File: src/hdl/ulc_cfg.svh
`ifndef ULC_CFG_SVH
`define ULC_CFG_SVH
// register byte offsets
`define ULC_OFF_IBRD 12'h024
`define ULC_OFF_FBRD 12'h028
`define ULC_OFF_LCR 12'h02c
`define ULC_OFF_CTL 12'h030
`define ULC_OFF_STAT 12'h03c
`define ULC_OFF_TXD 12'h040
`define ULC_OFF_RXD 12'h044
// line control fields
`define ULC_LCR_BRK 0
`define ULC_LCR_PEN 1
`define ULC_LCR_EPS 2
`define ULC_LCR_TWO_STOP_SELECT 3
`define ULC_LCR_FEN 4
`define ULC_LCR_WLO 5
`define ULC_LCR_SPS 7
// port control fields and reset value
`define ULC_CTL_EN 0
`define ULC_CTL_LBE 7
`define ULC_CTL_TXE 8
`define ULC_CTL_RXE 9
`define ULC_CTL_RST 10'h300
// oversampling per bit
`define ULC_OVS 5'd16
`endif

File: src/hdl/ulc_pkg.sv
package ulc_pkg;
   typedef enum logic [2:0] {ULC_IDLE, ULC_START, ULC_DATA, ULC_PAR, ULC_STOP} ulc_st_t;
endpackage

File: src/hdl/ulc_top.sv
// Our own choice: the APB interface to the registers.
`include "ulc_cfg.svh"
// Summary of operation
// [RL1] divisor takes effect on line control write
// [RL2] stick parity with even select sends zero
// [RL3] stick parity with odd select sends one
// [RL4] word length field selects five to eight
// [RL5] fifo enable else one byte holding
// [RL6] two stop bits sent when selected
// [RL7] receiver checks only first stop bit
// [RL8] even select gives even ones count
// [RL9] even select ignored without parity enable
// [RL10] parity enable adds and checks parity
// [RL11] break holds line low after character
// [RL12] software holds break two characters
// [RL13] reset clears all but tx rx enables
// [RL14] port idle unless global enable set; break still drives the line low while the port is disabled
// [RL15] software disables port before reconfiguring
// [RL16] disable finishes current character first
// [RL17] new divisor waits for character end
// [RL18] tx rx enables gated by global enable
// [RL19] loopback routes serial out to input
module ulc_top
   import ulc_pkg::*;
(
   // clock and reset
   input wire logic i_mclk,
   input wire logic i_arst_n,
   // apb slave
   input wire logic i_psel,
   input wire logic i_penable,
   input wire logic i_pwrite,
   input wire logic [11:0] i_paddr,
   input wire logic [31:0] i_pwdata,
   output logic [31:0] o_prdata,
   output logic o_pready,
   output logic o_pslverr,
   // serial line
   input wire logic i_serial_in,
   output logic o_serial_out
);
   localparam int DEPTH = 16;
   // register state
   logic [15:0] ibrd_q, ibrd_d, fbrd_q, fbrd_d;
   logic [15:0] div_act_q, div_act_d, div_pend_q, div_pend_d;
   logic [5:0] frac_act_q, frac_act_d, frac_pend_q, frac_pend_d;
   logic [7:0] lcr_q, lcr_d;
   logic [9:0] ctl_q, ctl_d;
   logic wr, rd, tx_busy, rx_busy, tx_pop, rx_push;
   logic [7:0] rx_word;
   logic rx_perr, rx_ferr;
   // fifo storage, flops addressed by index
   logic [7:0] txm_q [DEPTH];
   logic [9:0] rxe_q [DEPTH];
   logic [3:0] txw_q, txw_d, txr_q, txr_d, rxw_q, rxw_d, rxr_q, rxr_d;
   logic [4:0] txc_q, txc_d, rxc_q, rxc_d;
   logic [4:0] cap;
   logic en, tx_on, rx_on;

   assign wr = i_psel && i_penable && i_pwrite;
   assign rd = i_psel && i_penable && !i_pwrite;
   assign o_pready = 1'b1;
   assign en = ctl_q[`ULC_CTL_EN];
   assign tx_on = en && ctl_q[`ULC_CTL_TXE]; // [RL14] [RL18]
   assign rx_on = en && ctl_q[`ULC_CTL_RXE]; // [RL14] [RL18]
   assign cap = lcr_q[`ULC_LCR_FEN] ? 5'd16 : 5'd1; // [RL5]

   // unmapped addresses answer with an error
   always_comb begin
      unique case (i_paddr)
         `ULC_OFF_IBRD, `ULC_OFF_FBRD, `ULC_OFF_LCR, `ULC_OFF_CTL,
         `ULC_OFF_STAT, `ULC_OFF_TXD, `ULC_OFF_RXD: o_pslverr = 1'b0;
         default: o_pslverr = i_psel && i_penable;
      endcase
   end

   // register writes and divisor staging
   always_comb begin
      ibrd_d = ibrd_q;
      fbrd_d = fbrd_q;
      lcr_d = lcr_q;
      ctl_d = ctl_q;
      div_pend_d = div_pend_q;
      frac_pend_d = frac_pend_q;
      div_act_d = div_act_q;
      frac_act_d = frac_act_q;
      if (wr && i_paddr == `ULC_OFF_IBRD) ibrd_d = i_pwdata[15:0];
      if (wr && i_paddr == `ULC_OFF_FBRD) fbrd_d = {10'h000, i_pwdata[5:0]};
      if (wr && i_paddr == `ULC_OFF_LCR) begin
         lcr_d = i_pwdata[7:0];
         div_pend_d = ibrd_q; // [RL1]
         frac_pend_d = fbrd_q[5:0]; // [RL1]
      end
      if (wr && i_paddr == `ULC_OFF_CTL) begin
         ctl_d = {i_pwdata[9:7], 6'h00, i_pwdata[0]};
      end
      // only swap rate between characters, so no frame mixes two rates
      if (!tx_busy && !rx_busy) begin
         div_act_d = div_pend_q; // [RL17]
         frac_act_d = frac_pend_q; // [RL17]
      end
   end

   always_ff @(posedge i_mclk or negedge i_arst_n) begin
      if (!i_arst_n) begin
         ibrd_q <= 16'h0000;
         fbrd_q <= 16'h0000;
         lcr_q <= 8'h00;
         ctl_q <= `ULC_CTL_RST; // [RL13]
         div_pend_q <= 16'h0000;
         frac_pend_q <= 6'h00;
         div_act_q <= 16'h0000;
         frac_act_q <= 6'h00;
      end else begin
         ibrd_q <= ibrd_d;
         fbrd_q <= fbrd_d;
         lcr_q <= lcr_d;
         ctl_q <= ctl_d;
         div_pend_q <= div_pend_d;
         frac_pend_q <= frac_pend_d;
         div_act_q <= div_act_d;
         frac_act_q <= frac_act_d;
      end
   end

   // fractional 16x tick: divisor in 64ths, min ratio one
   logic [21:0] bacc_q, bacc_d;
   logic tick;
   logic [21:0] bstep;
   assign bstep = {div_act_q, frac_act_q};
   always_comb begin
      tick = 1'b0;
      bacc_d = bacc_q + 22'h000040;
      if (div_act_q == 16'h0000 || bacc_d >= bstep) begin
         tick = 1'b1;
         bacc_d = (div_act_q == 16'h0000) ? 22'h000000 : bacc_d - bstep;
      end
   end
   always_ff @(posedge i_mclk or negedge i_arst_n) begin
      if (!i_arst_n) bacc_q <= 22'h000000;
      else bacc_q <= bacc_d;
   end

   // fifo pointers; in character mode capacity is one
   logic tx_push, rx_pop;
   assign tx_push = wr && i_paddr == `ULC_OFF_TXD && txc_q < cap;
   assign rx_pop = rd && i_paddr == `ULC_OFF_RXD && rxc_q != 5'd0;
   always_comb begin
      txw_d = txw_q + 4'(tx_push);
      txr_d = txr_q + 4'(tx_pop);
      txc_d = txc_q + 5'(tx_push) - 5'(tx_pop);
      rxw_d = rxw_q + 4'(rx_push);
      rxr_d = rxr_q + 4'(rx_pop);
      rxc_d = rxc_q + 5'(rx_push) - 5'(rx_pop);
   end
   always_ff @(posedge i_mclk or negedge i_arst_n) begin
      if (!i_arst_n) begin
         txw_q <= 4'h0;
         txr_q <= 4'h0;
         txc_q <= 5'h00;
         rxw_q <= 4'h0;
         rxr_q <= 4'h0;
         rxc_q <= 5'h00;
      end else begin
         txw_q <= txw_d;
         txr_q <= txr_d;
         txc_q <= txc_d;
         rxw_q <= rxw_d;
         rxr_q <= rxr_d;
         rxc_q <= rxc_d;
      end
   end
   generate
      for (genvar g = 0; g < DEPTH; g++) begin : g_mem
         always_ff @(posedge i_mclk) begin
            if (tx_push && txw_q == 4'(g)) txm_q[g] <= i_pwdata[7:0];
            if (rx_push && rxw_q == 4'(g)) begin
               rxe_q[g] <= {rx_ferr, rx_perr, rx_word};
            end
         end
      end
   endgenerate

   // read mux
   always_comb begin
      o_prdata = 32'h00000000;
      if (rd) begin
         unique case (i_paddr)
            `ULC_OFF_IBRD: o_prdata = {16'h0000, ibrd_q};
            `ULC_OFF_FBRD: o_prdata = {26'h0000000, fbrd_q[5:0]};
            `ULC_OFF_LCR: o_prdata = {24'h000000, lcr_q};
            `ULC_OFF_CTL: o_prdata = {22'h000000, ctl_q};
            `ULC_OFF_STAT: o_prdata = {26'h0000000, rx_busy, tx_busy, rxc_q != 5'd0, txc_q >= cap,
                                       rxc_q >= cap, txc_q == 5'd0};
            `ULC_OFF_RXD: o_prdata = {22'h000000, rxe_q[rxr_q]};
            default: o_prdata = 32'h00000000;
         endcase
      end
   end

   // parity value from data and line control
   function automatic logic par_bit(input logic [7:0] d, input logic [7:0] l);
      logic [7:0] m;
      m = d & ((l[6:5] == 2'h3) ? 8'hff : (l[6:5] == 2'h2) ? 8'h7f : (l[6:5] == 2'h1) ? 8'h3f : 8'h1f); // [RL4]
      if (l[`ULC_LCR_SPS]) par_bit = !l[`ULC_LCR_EPS]; // [RL2] [RL3]
      else par_bit = (^m) ^ !l[`ULC_LCR_EPS]; // [RL8]
   endfunction

   // transmitter; frame format latched at start so edits cannot tear it
   ulc_st_t ts_q, ts_d;
   logic [3:0] tph_q, tph_d;
   logic [2:0] tbit_q, tbit_d;
   logic [7:0] tsh_q, tsh_d, tl_q, tl_d;
   logic tstp_q, tstp_d, tout_q, tout_d;
   assign tx_busy = ts_q != ULC_IDLE;
   always_comb begin
      ts_d = ts_q;
      tph_d = tph_q;
      tbit_d = tbit_q;
      tsh_d = tsh_q;
      tl_d = tl_q;
      tstp_d = tstp_q;
      tout_d = tout_q;
      tx_pop = 1'b0;
      if (ts_q == ULC_IDLE) begin
         tout_d = !(lcr_q[`ULC_LCR_BRK]); // [RL11]
         if (tx_on && txc_q != 5'd0 && tick && !lcr_q[`ULC_LCR_BRK]) begin // [RL14]
            tx_pop = 1'b1;
            tsh_d = txm_q[txr_q];
            tl_d = lcr_q;
            ts_d = ULC_START;
            tph_d = 4'h0;
            tout_d = 1'b0;
         end
      end else if (tick) begin
         tph_d = tph_q + 4'h1;
         if (tph_q == 4'hf) begin
            unique case (ts_q)
               ULC_START: begin
                  ts_d = ULC_DATA;
                  tbit_d = 3'h0;
                  tout_d = tsh_q[0];
               end
               ULC_DATA: begin
                  tbit_d = tbit_q + 3'h1;
                  tout_d = tsh_q[3'(tbit_q + 3'h1)];
                  if (tbit_q == 3'(3'd4 + tl_q[6:5])) begin // [RL4]
                     ts_d = tl_q[`ULC_LCR_PEN] ? ULC_PAR : ULC_STOP; // [RL10] [RL9]
                     tout_d = tl_q[`ULC_LCR_PEN] ? par_bit(tsh_q, tl_q) : 1'b1;
                     tstp_d = tl_q[`ULC_LCR_TWO_STOP_SELECT];
                  end
               end
               ULC_PAR: begin
                  ts_d = ULC_STOP;
                  tout_d = 1'b1;
               end
               default: begin
                  // second stop bit when selected, then finish
                  if (tstp_q) tstp_d = 1'b0; // [RL6]
                  else begin
                     ts_d = ULC_IDLE; // [RL16]
                     tout_d = !(lcr_q[`ULC_LCR_BRK]);
                  end
               end
            endcase
         end
      end
   end
   always_ff @(posedge i_mclk or negedge i_arst_n) begin
      if (!i_arst_n) begin
         ts_q <= ULC_IDLE;
         tph_q <= 4'h0;
         tbit_q <= 3'h0;
         tsh_q <= 8'h00;
         tl_q <= 8'h00;
         tstp_q <= 1'b0;
         tout_q <= 1'b1;
      end else begin
         ts_q <= ts_d;
         tph_q <= tph_d;
         tbit_q <= tbit_d;
         tsh_q <= tsh_d;
         tl_q <= tl_d;
         tstp_q <= tstp_d;
         tout_q <= tout_d;
      end
   end
   // loopback keeps the pin idle-high while internally wired
   assign o_serial_out = ctl_q[`ULC_CTL_LBE] ? 1'b1 : tout_q;

   // receive input: two flops, then loopback select
   logic rs1_q, rs2_q, rin;
   always_ff @(posedge i_mclk or negedge i_arst_n) begin
      if (!i_arst_n) begin
         rs1_q <= 1'b1;
         rs2_q <= 1'b1;
      end else begin
         rs1_q <= i_serial_in;
         rs2_q <= rs1_q;
      end
   end
   assign rin = ctl_q[`ULC_CTL_LBE] ? tout_q : rs2_q; // [RL19]

   // receiver samples mid-bit
   ulc_st_t rs_q, rs_d;
   logic [3:0] rph_q, rph_d;
   logic [2:0] rbit_q, rbit_d;
   logic [7:0] rsh_q, rsh_d, rl_q, rl_d;
   logic rpe_q, rpe_d;
   assign rx_busy = rs_q != ULC_IDLE;
   always_comb begin
      rs_d = rs_q;
      rph_d = rph_q;
      rbit_d = rbit_q;
      rsh_d = rsh_q;
      rl_d = rl_q;
      rpe_d = rpe_q;
      rx_push = 1'b0;
      rx_word = rsh_q;
      rx_perr = rpe_q;
      rx_ferr = !rin;
      if (rs_q == ULC_IDLE) begin
         if (rx_on && tick && !rin) begin // [RL14]
            rs_d = ULC_START;
            rph_d = 4'h0;
            rl_d = lcr_q;
            rsh_d = 8'h00;
            rpe_d = 1'b0;
         end
      end else if (tick) begin
         rph_d = rph_q + 4'h1;
         if (rph_q == 4'h7) begin
            unique case (rs_q)
               ULC_START: begin
                  rs_d = rin ? ULC_IDLE : ULC_DATA; // glitch rejection
                  rbit_d = 3'h0;
                  rph_d = 4'h8;
               end
               ULC_DATA: begin
                  rsh_d[rbit_q] = rin;
                  rbit_d = rbit_q + 3'h1;
                  if (rbit_q == 3'(3'd4 + rl_q[6:5])) begin // [RL4]
                     rs_d = rl_q[`ULC_LCR_PEN] ? ULC_PAR : ULC_STOP; // [RL10] [RL9]
                  end
               end
               ULC_PAR: begin
                  rpe_d = rin != par_bit(rsh_q, rl_q); // [RL8] [RL2] [RL3]
                  rs_d = ULC_STOP;
               end
               default: begin
                  // only first stop bit checked; second is just idle time
                  rs_d = ULC_IDLE; // [RL7] [RL16]
                  rx_push = rxc_q < cap; // [RL5]
               end
            endcase
         end
      end
   end
   always_ff @(posedge i_mclk or negedge i_arst_n) begin
      if (!i_arst_n) begin
         rs_q <= ULC_IDLE;
         rph_q <= 4'h0;
         rbit_q <= 3'h0;
         rsh_q <= 8'h00;
         rl_q <= 8'h00;
         rpe_q <= 1'b0;
      end else begin
         rs_q <= rs_d;
         rph_q <= rph_d;
         rbit_q <= rbit_d;
         rsh_q <= rsh_d;
         rl_q <= rl_d;
         rpe_q <= rpe_d;
      end
   end
endmodule

File: config.mk
export PLATFORM = sky130hd
export DESIGN_NAME = ulc_top
export DESIGN_NICKNAME = d
export VERILOG_FILES = /design/src/hdl/ulc_pkg.sv /design/src/hdl/ulc_top.sv
export VERILOG_INCLUDE_DIRS = /design/src /design/src/hdl
export SDC_FILE = /design/constraint.sdc
export NUM_CORES = 1
export LEC_CHECK = 0
export BUFFER_PORTS_ARGS = -buffer_cell sky130_fd_sc_hd__buf_4
export CAP_MARGIN = 20
export CORE_ASPECT_RATIO = 1.5
export CORE_UTILIZATION = 64
export CTS_BUF_LIST = sky130_fd_sc_hd__clkbuf_8
export DETAILED_ROUTE_END_ITERATION = 6
export GPL_TIMING_DRIVEN = 0
export PLACE_DENSITY = 0.79
export SYNTH_ARGS = -nofsm -noshare
export SYNTH_HDL_FRONTEND = slang
export SYNTH_SLANG_ARGS = --single-unit
File: constraint.sdc
create_clock -name i_mclk -period 4.9 [get_ports i_mclk]
set_input_delay 0.98 -clock i_mclk [delete_from_list [all_inputs] [get_ports i_mclk]]
set_output_delay 0.98 -clock i_mclk [all_outputs]
set_load 0.02 [all_outputs]
==> flow_metrics.tcl, run 1 <==
set metrics [dict create \
    p_int_mw 5.78 \
    ios 85 \
    pwr-share-comb_pct 1.8 \
    drtPass1Iterations 6 \
    status "finished clean" \
    path_cells "buf_4 -> or4_4 -> nor4b_4 -> nand2_1 -> nor3_1 -> or4_1 -> or3_1 -> nand2_2 -> a31oi_1 -> buf_4" \
    synth_warnings 0 \
    ys_ff_latch 466 \
    cts_buffers 68 \
    worstPathMaxFanout 10 \
    p_seq_share_pct 56.9 \
    rows 81 \
    routabilityCongestion 0.900 \
    tightest_slew_ns 1.05 \
    grt_use_total_pct 29.7 \
    cp-end-kind "primary output" \
    slew_headroom_pct 29.8 \
    ys_seq_area_share_pct 62.0 \
    cts_tree "yes" \
    nets 1727 \
    post-route-util_pct 73.2 \
    grt_antenna_before_repair 0 \
    clk_latency_ns 0.63 \
    drt-initial-drc-count 913 \
    hold_ws_ns 0.307 \
    async_flop_share_pct 38.2 \
    grt_pass1_vias 13426 \
    cts_sinks 466 \
    worst_setup_path_start_kind "input port" \
    grt_pass1_wl_mm 73.7 \
    synth_top_area_cell "edfxtp_1" \
    die_h_microns 225 \
    diodes 0 \
    core_sq_um 32500 \
    slew_violations 0 \
    die-area_sq_um 33800 \
    ir_worst_vdd_uv 277 \
    path_clk_slew_ns 0.07 \
    fill_cells 2024 \
    r2r-start "bacc_q[8]$_DFF_PN0_" \
    syn-instance-count 1462 \
    critPathRequiredTime_ns 3.92 \
    ys_types 71 \
    setup-violations-final 0 \
    synth.top_cells.by_area "edfxtp_1 (41%), dfrtp_1 (20%), mux4_2 (8.8%), mux2_2 (5.0%), ha_1 (3.3%)" \
    max_freq_ghz 0.211 \
    power_density_nw_per_um2 308 \
    grt_start_max_net_pins 116 \
    yosys-top-cells-count "edfxtp_1 (288), dfrtp_1 (173), nand2_1 (101)" \
    hpwlAfterDp_mm 34.1 \
    hold_viol_final 0 \
    vias 13026 \
    r2r_cells 24 \
    crit_type "in -> out" \
    layout-drive-gt1-share_pct 25.1 \
    max-clock-path-buffers 3 \
    synth_top_area_share_pct 40.9 \
    portBuffers 50 \
    cts_max_level 3 \
    synth-edff-count 288 \
    hp-class "in -> async" \
    fin_crit_ns 4.73 \
    switching_share_pct 21.1 \
    p_clk_share_pct 41.3 \
    syn2layout_area_growth_pct 12.6 \
    ys.flop_type "edfxtp_1" \
    start_util_pct 65.0 \
    ant_nets 0 \
    post-route-period-util_pct 96.6 \
    syn_area_sq_um 21100 \
    worstPathArrival_ns 3.75 \
    cap_violations 0 \
    wl_per_cell_microns 22.7 \
    die_width_microns 150 \
    crit_slowest_cell "nor3_1" \
    synth_most_common_cell "edfxtp_1" \
    p_leak_nw 8.94 \
    clock_skew_ns 0.0277 \
    crit_top_cell "buf_4" \
    post_drt_via_cell_ratio 6.24 \
    grt-ovfl-total 0 \
    totalWireLength_mm 47.4 \
    clockRootBuffer "clkbuf_8" \
    drcViolationCount 0 \
    critPathMaxStageDelay_ns 0.57 \
    synth_area_per_cell_sq_um 14.5 \
    startpoint "i_paddr[9]" \
    rrSetupSlack_ns 0.28 \
    power_switching_mw 1.54 \
]
-- critical path, delay by kind of cell --
kind,cells,cell delay (ns)
compound gates,1,0.38
simple gates,7,2.08
buf+inv,2,0.32
-- routing by layer --
layer	GRT usage (%)	vias up	wire length, microns
met5	0	-	0
met4	16.7	0	2320
met3	4.93	122	2830
met2	50.9	506	25100
met1	35.4	6565	17100
li1	-	5833	-
-- state kept, by name, summed over array words and instances (netlist names), 4 cells and up --
signal	count
rxw_q	4
ctl_q	4
fbrd_q	6
ibrd_q	16
tph_q	4
div_act_q	16
frac_act_q	6
rxc_q	5
tsh_q	8
lcr_q	8
rxe_q	160
tl_q	6
frac_pend_q	6
txr_q	4
txm_q	128
rl_q	5
div_pend_q	16
rsh_q	8
rph_q	4
rxr_q	4
txc_q	5
bacc_q	22
txw_q	4
-- what timing repair did --
action                     CTS  global route
hold buffers                 0             0
pin swaps                    0             2
gates resized for setup      5            11
setup endpoints to repair   86            66
buffers inserted             0             6
-- cells in the final DEF (no fill, tap or decap), types with 37 or more instances in the layout --
master,netlist,layout
a21oi_1,51,48
buf_4,18,83
clkbuf_1,44,42
clkbuf_8,0,82
dfrtp_1,173,173
edfxtp_1,288,288
ha_1,55,53
inv_1,57,78
mux2_2,93,93
mux4_2,83,83
nand2_1,101,100
nor2_1,77,75
o21ai_0,45,45
xnor2_1,39,37
-- final cells by class --
cell class / instances / area [sq um] / share of cell area, %
clock inverter: 40 / 204 / 0.857
tap: 415 / 519 / 2.18
multi-input combinational: 873 / 7630 / 32.1
inverter: 58 / 218 / 0.915
timing repair buffer: 73 / 602 / 2.53
buffer: 79 / 390 / 1.64
sequential: 466 / 13100 / 55.1
clock buffer: 82 / 1130 / 4.74
-- stage by stage --
step | worst slack [ns] | instance area [sq um] | total power [mW] | setup TNS [ns] | std cells
2_1_floorplan | 0.688 | 21200 | 4.29 | 0 | 1477
3_3_place_gp | -1.16 | 22100 | 4.37 | -118.16 | 1942
3_5_place_dp | -0.500 | 22400 | 4.38 | -15.86 | 1959
4_1_cts | 0.0486 | 23700 | 7.37 | 0 | 2081
5_1_grt | -0.0329 | 23800 | 7.54 | -0.0628 | 2086
6_report | 0.166 | 23800 | 7.32 | 0 | 2086
-- kinds of logic after synthesis --
family	count (synthesis)	share of synthesized area, %
AO/OA/AOI/OAI	207	6.46
buffers and inverters	138	2.89
adder cells (fa/ha/maj)	58	3.54
multiplexers	192	14.5
flip-flops	466	62.0
XOR/XNOR	66	2.80
other	2	0.0355
AND/OR/NAND/NOR	333	7.75
-- power by group through the flow --
stage	logic (mW)	registers [mW]	clock network [mW]
floorplan	0.0432	4.25	0
global placement	0.123	4.25	0
detailed placement	0.132	4.25	0
CTS	0.132	4.17	3.07
global route	0.145	4.16	3.23
finish	0.131	4.17	3.02
-- final timing paths --
kind	to
max reg2reg	rxc_q[4]$_DFF_PN0_
min reg2reg	rs2_q$_DFF_PN1_
max	o_prdata[2]
max in group asynchronous	rxc_q[2]$_DFF_PN0_
min in group i_mclk	rs2_q$_DFF_PN1_
min	rxw_q[2]$_DFF_PN0_
Note: power is estimated with default switching activity, not from simulation.
==> run 2, diff against run 1 <==
- clock period: 4.9 -> 5.1 ns (I/O delays scaled with it)
==> run 2 against run 1 <==
Against the previous run:
- first-iteration DRC count increased by 4.1%
- combinational power shrank 4%
- total power down 4.0%
- hold slack improved by 0.045 ns
- largest power group unchanged
- wire length decreased by 0.16%
- non-clock buffer count is 1 lower
- global-route usage is the same
- via count is essentially flat
- sequential share of layout area up 0.090 points
- die area did not move
- sequential power down 4%
==> flow_metrics.tcl, run 2 (synthesis gave the netlist of run 1 again) <==
set metrics [dict create \
    status "finished clean" \
    clockRootBuffer "clkbuf_8" \
    register_area_sq_um 13100 \
    path_cells "buf_4 -> or4_4 -> nor4b_4 -> nand2_1 -> nor3_1 -> or4_1 -> or3_1 -> nand2_2 -> a31oi_1 -> buf_4" \
    post-route-util_pct 73.1 \
    path_clk_slew_ns 0.07 \
    worstPathArrival_ns 3.83 \
    cap_violations 0 \
    clk_latency_ns 0.63 \
    max-clock-path-buffers 3 \
    drt-initial-drc-count 950 \
    slew_violations 0 \
    critPathMaxStageDelay_ns 0.58 \
    die_h_microns 225 \
    grt_pass1_vias 13426 \
    fin_crit_ns 4.85 \
    hpwlAfterDp_mm 34.1 \
    wl_per_cell_microns 22.7 \
    slew_headroom_pct 29.9 \
    top_register "rxe_q" \
    finalSetupTns_ns 0 \
    layout-drive-gt1-share_pct 24.7 \
    max_freq_ghz 0.206 \
    reg_top3 "rxe_q (160), txm_q (128), bacc_q (22)" \
    hp-class "in -> async" \
    start_util_pct 65.0 \
    crit_top_cell "buf_4" \
    hold_viol_final 0 \
    diodes 0 \
    power_density_nw_per_um2 296 \
    worstPathMaxFanout 10 \
    grt_use_total_pct 29.7 \
    layout_commonest_cell "edfxtp_1" \
    cp-end-kind "primary output" \
    p_leak_nw 8.90 \
    post-route-period-util_pct 95.1 \
    setup-violations-final 0 \
    grt-ovfl-total 0 \
    critPathRequiredTime_ns 4.08 \
    crit_buf_inv 2 \
    crit_slowest_cell "nor3_1" \
    p_int_mw 5.55 \
    ant_nets 0 \
    nets 1726 \
    routabilityCongestion 0.900 \
    core_sq_um 32500 \
    pwr-share-comb_pct 1.8 \
    tightest_slew_ns 1.05 \
    worst_setup_path_start_kind "input port" \
    dpl.cell_count 1959 \
    drcViolationCount 0 \
    switching_share_pct 21.1 \
    die_width_microns 150 \
    clock_skew_ns 0.0260 \
    final_cells 2085 \
    hold_buffers 0 \
    cp.depth 10 \
    cts_max_level 3 \
    syn2layout_area_growth_pct 12.4 \
    power_switching_mw 1.48 \
    cp_top_family "simple AND/OR/NAND/NOR gates" \
    ios 85 \
    largest_reg_flops 160 \
    multi_input_area_sq_um 7610 \
    drtPass1Iterations 5 \
    cts_sinks 466 \
    r2r_cells 25 \
    cts_buffers 68 \
    die-area_sq_um 33800 \
    crit_type "in -> out" \
    grt_pass1_wl_mm 73.7 \
    cts_tree "yes" \
    p_seq_share_pct 56.9 \
    rows 81 \
    portBuffers 50 \
    ir_worst_vdd_uv 265 \
    post_drt_via_cell_ratio 6.25 \
    grt_antenna_before_repair 0 \
    p_clk_share_pct 41.3 \
    final_cell_mix "edfxtp_1 (288), dfrtp_1 (173), nand2_1 (100)" \
    fill_cells 2026 \
    totalWireLength_mm 47.3 \
    vias 13021 \
    grt_start_max_net_pins 116 \
]
==> run 2: cell types whose count changed in the layout (fill, tap and decap cells not counted), sizes merged <==
cell / previous run / this run
buf: 109 / 107
clkbuf: 125 / 126
==> run 2: area by class of cell <==
cell class | count | share of cell area [%]
sequential | 466 | 55.2
timing repair buffer | 71 | 2.47
buffer | 80 | 1.66
clock inverter | 40 | 0.858
tap | 415 | 2.18
clock buffer | 82 | 4.75
inverter | 58 | 0.916
multi-input combinational | 873 | 32.0
==> run 2: layer usage <==
| layer | share of wire, % | routed length (microns) | global-route usage, % | vias to the layer above |
|---|---|---|---|---|
| met5 | 0 | 0 | 0 | - |
| met4 | 5.4 | 2570 | 16.7 | 0 |
| met3 | 5.9 | 2790 | 4.93 | 142 |
| met2 | 52 | 24700 | 50.9 | 536 |
| met1 | 36 | 17200 | 35.4 | 6513 |
| li1 | - | - | - | 5830 |
==> run 2: timing repair <==
| action | in CTS | in global routing |
|---|---|---|
| setup buffers | 0 | 4 |
| setup endpoints to repair | 45 | 69 |
| gates resized for setup | 2 | 9 |
==> run 2: worst paths after layout <==
| kind | start | endpoint | slack [ns] |
|---|---|---|---|
| min reg2reg | rs1_q$_DFF_PN1_ | rs2_q$_DFF_PN1_ | 0.35 |
| max in group asynchronous | i_arst_n | rxc_q[1]$_DFF_PN0_ | 3.78 |
| min | i_arst_n | rxw_q[2]$_DFF_PN0_ | 0.35 |
| max | i_paddr[9] | o_prdata[2] | 0.25 |
| min in group i_mclk | rs1_q$_DFF_PN1_ | rs2_q$_DFF_PN1_ | 0.35 |
| max reg2reg | bacc_q[8]$_DFF_PN0_ | txc_q[4]$_DFF_PN0_ | 0.35 |
==> run 2: per-stage QoR <==
stage	power, mW	instance area [sq um]	hold slack, ns	setup WS, ns
2_1_floorplan	4.12	21200	0.345	0.888
3_3_place_gp	4.20	22100	0.346	-0.958
3_5_place_dp	4.21	22400	0.350	-0.300
4_1_cts	7.08	23700	0.318	0.0445
5_1_grt	7.25	23800	0.351	-0.00854
6_report	7.03	23800	0.352	0.250
==> run 2: power by group through the flow <==
stage	combinational, mW	sequential (mW)	clock (mW)
after floorplan	0.0415	4.08	0
after global placement	0.118	4.08	0
after detailed placement	0.127	4.08	0
after CTS	0.127	4.00	2.95
after global routing	0.140	4.00	3.11
final	0.126	4.00	2.90
==> run 3, diff against run 2 <==
- CORE_UTILIZATION: 64 -> 48
- PLACE_DENSITY: 0.79 -> 0.62
- clock period: 5.1 -> 5.67 ns (I/O delays scaled with it)
==> run 3 against run 2 <==
Against the previous run:
- first-iteration DRC count is 8.5% lower
- hold slack better by 0.013 ns
- clock-buffer cell count is 7 lower
- critical path type unchanged
- sequential power is 10% lower
==> flow_metrics.tcl, run 3 (synthesis gave the netlist of run 1 again) <==
set metrics [dict create \
    drt-initial-drc-count 869 \
    clock_skew_ns 0.0224 \
    largest_reg_flops 160 \
    setup-violations-final 0 \
    max_freq_ghz 0.194 \
    slew_headroom_pct 33.0 \
    tightest_slew_ns 1.00 \
    worstPathMaxFanout 10 \
    cts_max_level 3 \
    ant_nets 0 \
    cp-end-kind "primary output" \
    die-area_sq_um 44900 \
    fin_crit_ns 5.16 \
    start_util_pct 49.0 \
    r2r_cells 24 \
    top_register "rxe_q" \
    worst_setup_path_start_kind "input port" \
    ios 85 \
    clk_latency_ns 0.63 \
    final_cells 2242 \
    critPathRequiredTime_ns 4.54 \
    portBuffers 50 \
    hold_depth 0 \
    post_drt_via_cell_ratio 5.61 \
    rows 93 \
    die_h_microns 259 \
    grt_antenna_before_repair 1 \
    reg_top3 "rxe_q (160), txm_q (128), bacc_q (22)" \
    cap_violations 0 \
    cts_sinks 466 \
    grt-ovfl-total 0 \
    rrSetupSlack_ns 0.55 \
    hpwlAfterDp_mm 35.9 \
    post-route-util_pct 55.4 \
    hold_ws_ns 0.365 \
    slew_violations 0 \
    cts_buffers 71 \
    cts_tree "yes" \
    grt_use_total_pct 22.8 \
    drcViolationCount 0 \
    grt_pass1_vias 13088 \
    wl_per_cell_microns 22.2 \
    syn2layout_area_growth_pct 13.1 \
    place_ws_ns 0.145 \
    layout-drive-gt1-share_pct 24.0 \
    nets 1726 \
    power_density_nw_per_um2 267 \
    layout_commonest_cell "edfxtp_1" \
    clockRootBuffer "clkbuf_8" \
    totalWireLength_mm 49.8 \
    p_leak_nw 8.90 \
    core_sq_um 43200 \
    post-route-period-util_pct 91.0 \
    hold_buffers 0 \
    dpl.cell_count 2115 \
    vias 12578 \
    ir_worst_vdd_uv 269 \
    grt_pass1_wl_mm 76.5 \
    status "finished clean" \
    routabilityCongestion 0.869 \
    die_width_microns 173 \
    drtPass1Iterations 5 \
    fill_cells 3573 \
    grt_start_max_net_pins 110 \
    max-clock-path-buffers 3 \
    crit_type "in -> out" \
    final_cell_mix "edfxtp_1 (288), dfrtp_1 (173), nand2_1 (101)" \
    finalWorstSetupSlack_ns 0.509 \
    rsz0062_at_grt "false" \
    path_clk_slew_ns 0.07 \
    hold_viol_final 0 \
    worstPathArrival_ns 4.03 \
    hp-class "reg -> reg" \
]
-- run 3: per-layer routing --
metal / global-route usage [%] / routed length [microns] / up-vias
met5: 0 / 0 / -
met4: 10.9 / 2060 / 0
met3: 3.31 / 1990 / 98
met2: 42.2 / 26700 / 307
met1: 25.6 / 19000 / 6345
li1: - / - / 5828
-- run 3: path summary, 6_finish.rpt --
| check | startpoint | end |
|---|---|---|
| worst max register to register | bacc_q[8]$_DFF_PN0_ | rxc_q[4]$_DFF_PN0_ |
| worst min-delay path | rs1_q$_DFF_PN1_ | rs2_q$_DFF_PN1_ |
| worst max-delay path | i_paddr[9] | o_prdata[1] |
| max in group asynchronous | i_arst_n | ibrd_q[6]$_DFFE_PN0P_ |
| min in group asynchronous | i_arst_n | rsh_q[7]$_DFFE_PN0P_ |
| worst min register to register | rs1_q$_DFF_PN1_ | rs2_q$_DFF_PN1_ |
-- run 3: where the power goes --
group,internal (mW),switching (mW)
clock,1.37,1.30
sequential,3.60,0.00367
combinational,0.0357,0.0793
-- run 3: metrics by stage --
stage / instance area [sq um] / power [mW] / setup TNS, ns
3_3_place_gp: 22300 / 3.78 / -19.63
3_5_place_dp: 22600 / 3.79 / 0
2_1_floorplan: 21200 / 3.71 / 0
4_1_cts: 23900 / 6.46 / 0
5_1_grt: 23900 / 6.60 / 0
6_report: 23900 / 6.39 / 0
-- run 3: cell type report --
type                            count  area [sq um]  share of cell area (%)
Timing Repair Buffer               68           552                    2.31
Multi-Input combinational cell    873          7580                    31.7
Clock inverter                     51           312                    1.30
Clock buffer                       75          1030                    4.32
Tap cell                          570           713                    2.98
Sequential cell                   466         13100                    54.8
Inverter                           58           218                   0.910
Buffer                             80           393                    1.64
Antenna cell                        1          2.50                  0.0105
-- run 3: what timing repair did --
action / 4_1_cts / 5_1_grt
endpoints found under the hold margin: 0 / 0
resized for setup: 0 / 2
setup endpoints to repair: 0 / 43
buffers inserted: 0 / 0
-- run 3: critical path, cell delays in order --
cell,delay [ns]
buf_4,0.11
or4_4,0.54
nor2_1,0.21
nand3b_1,0.15
nor4_1,0.79
or4_1,0.21
or3_1,0.16
nand2_2,0.14
a31oi_1,0.38
buf_4,0.21
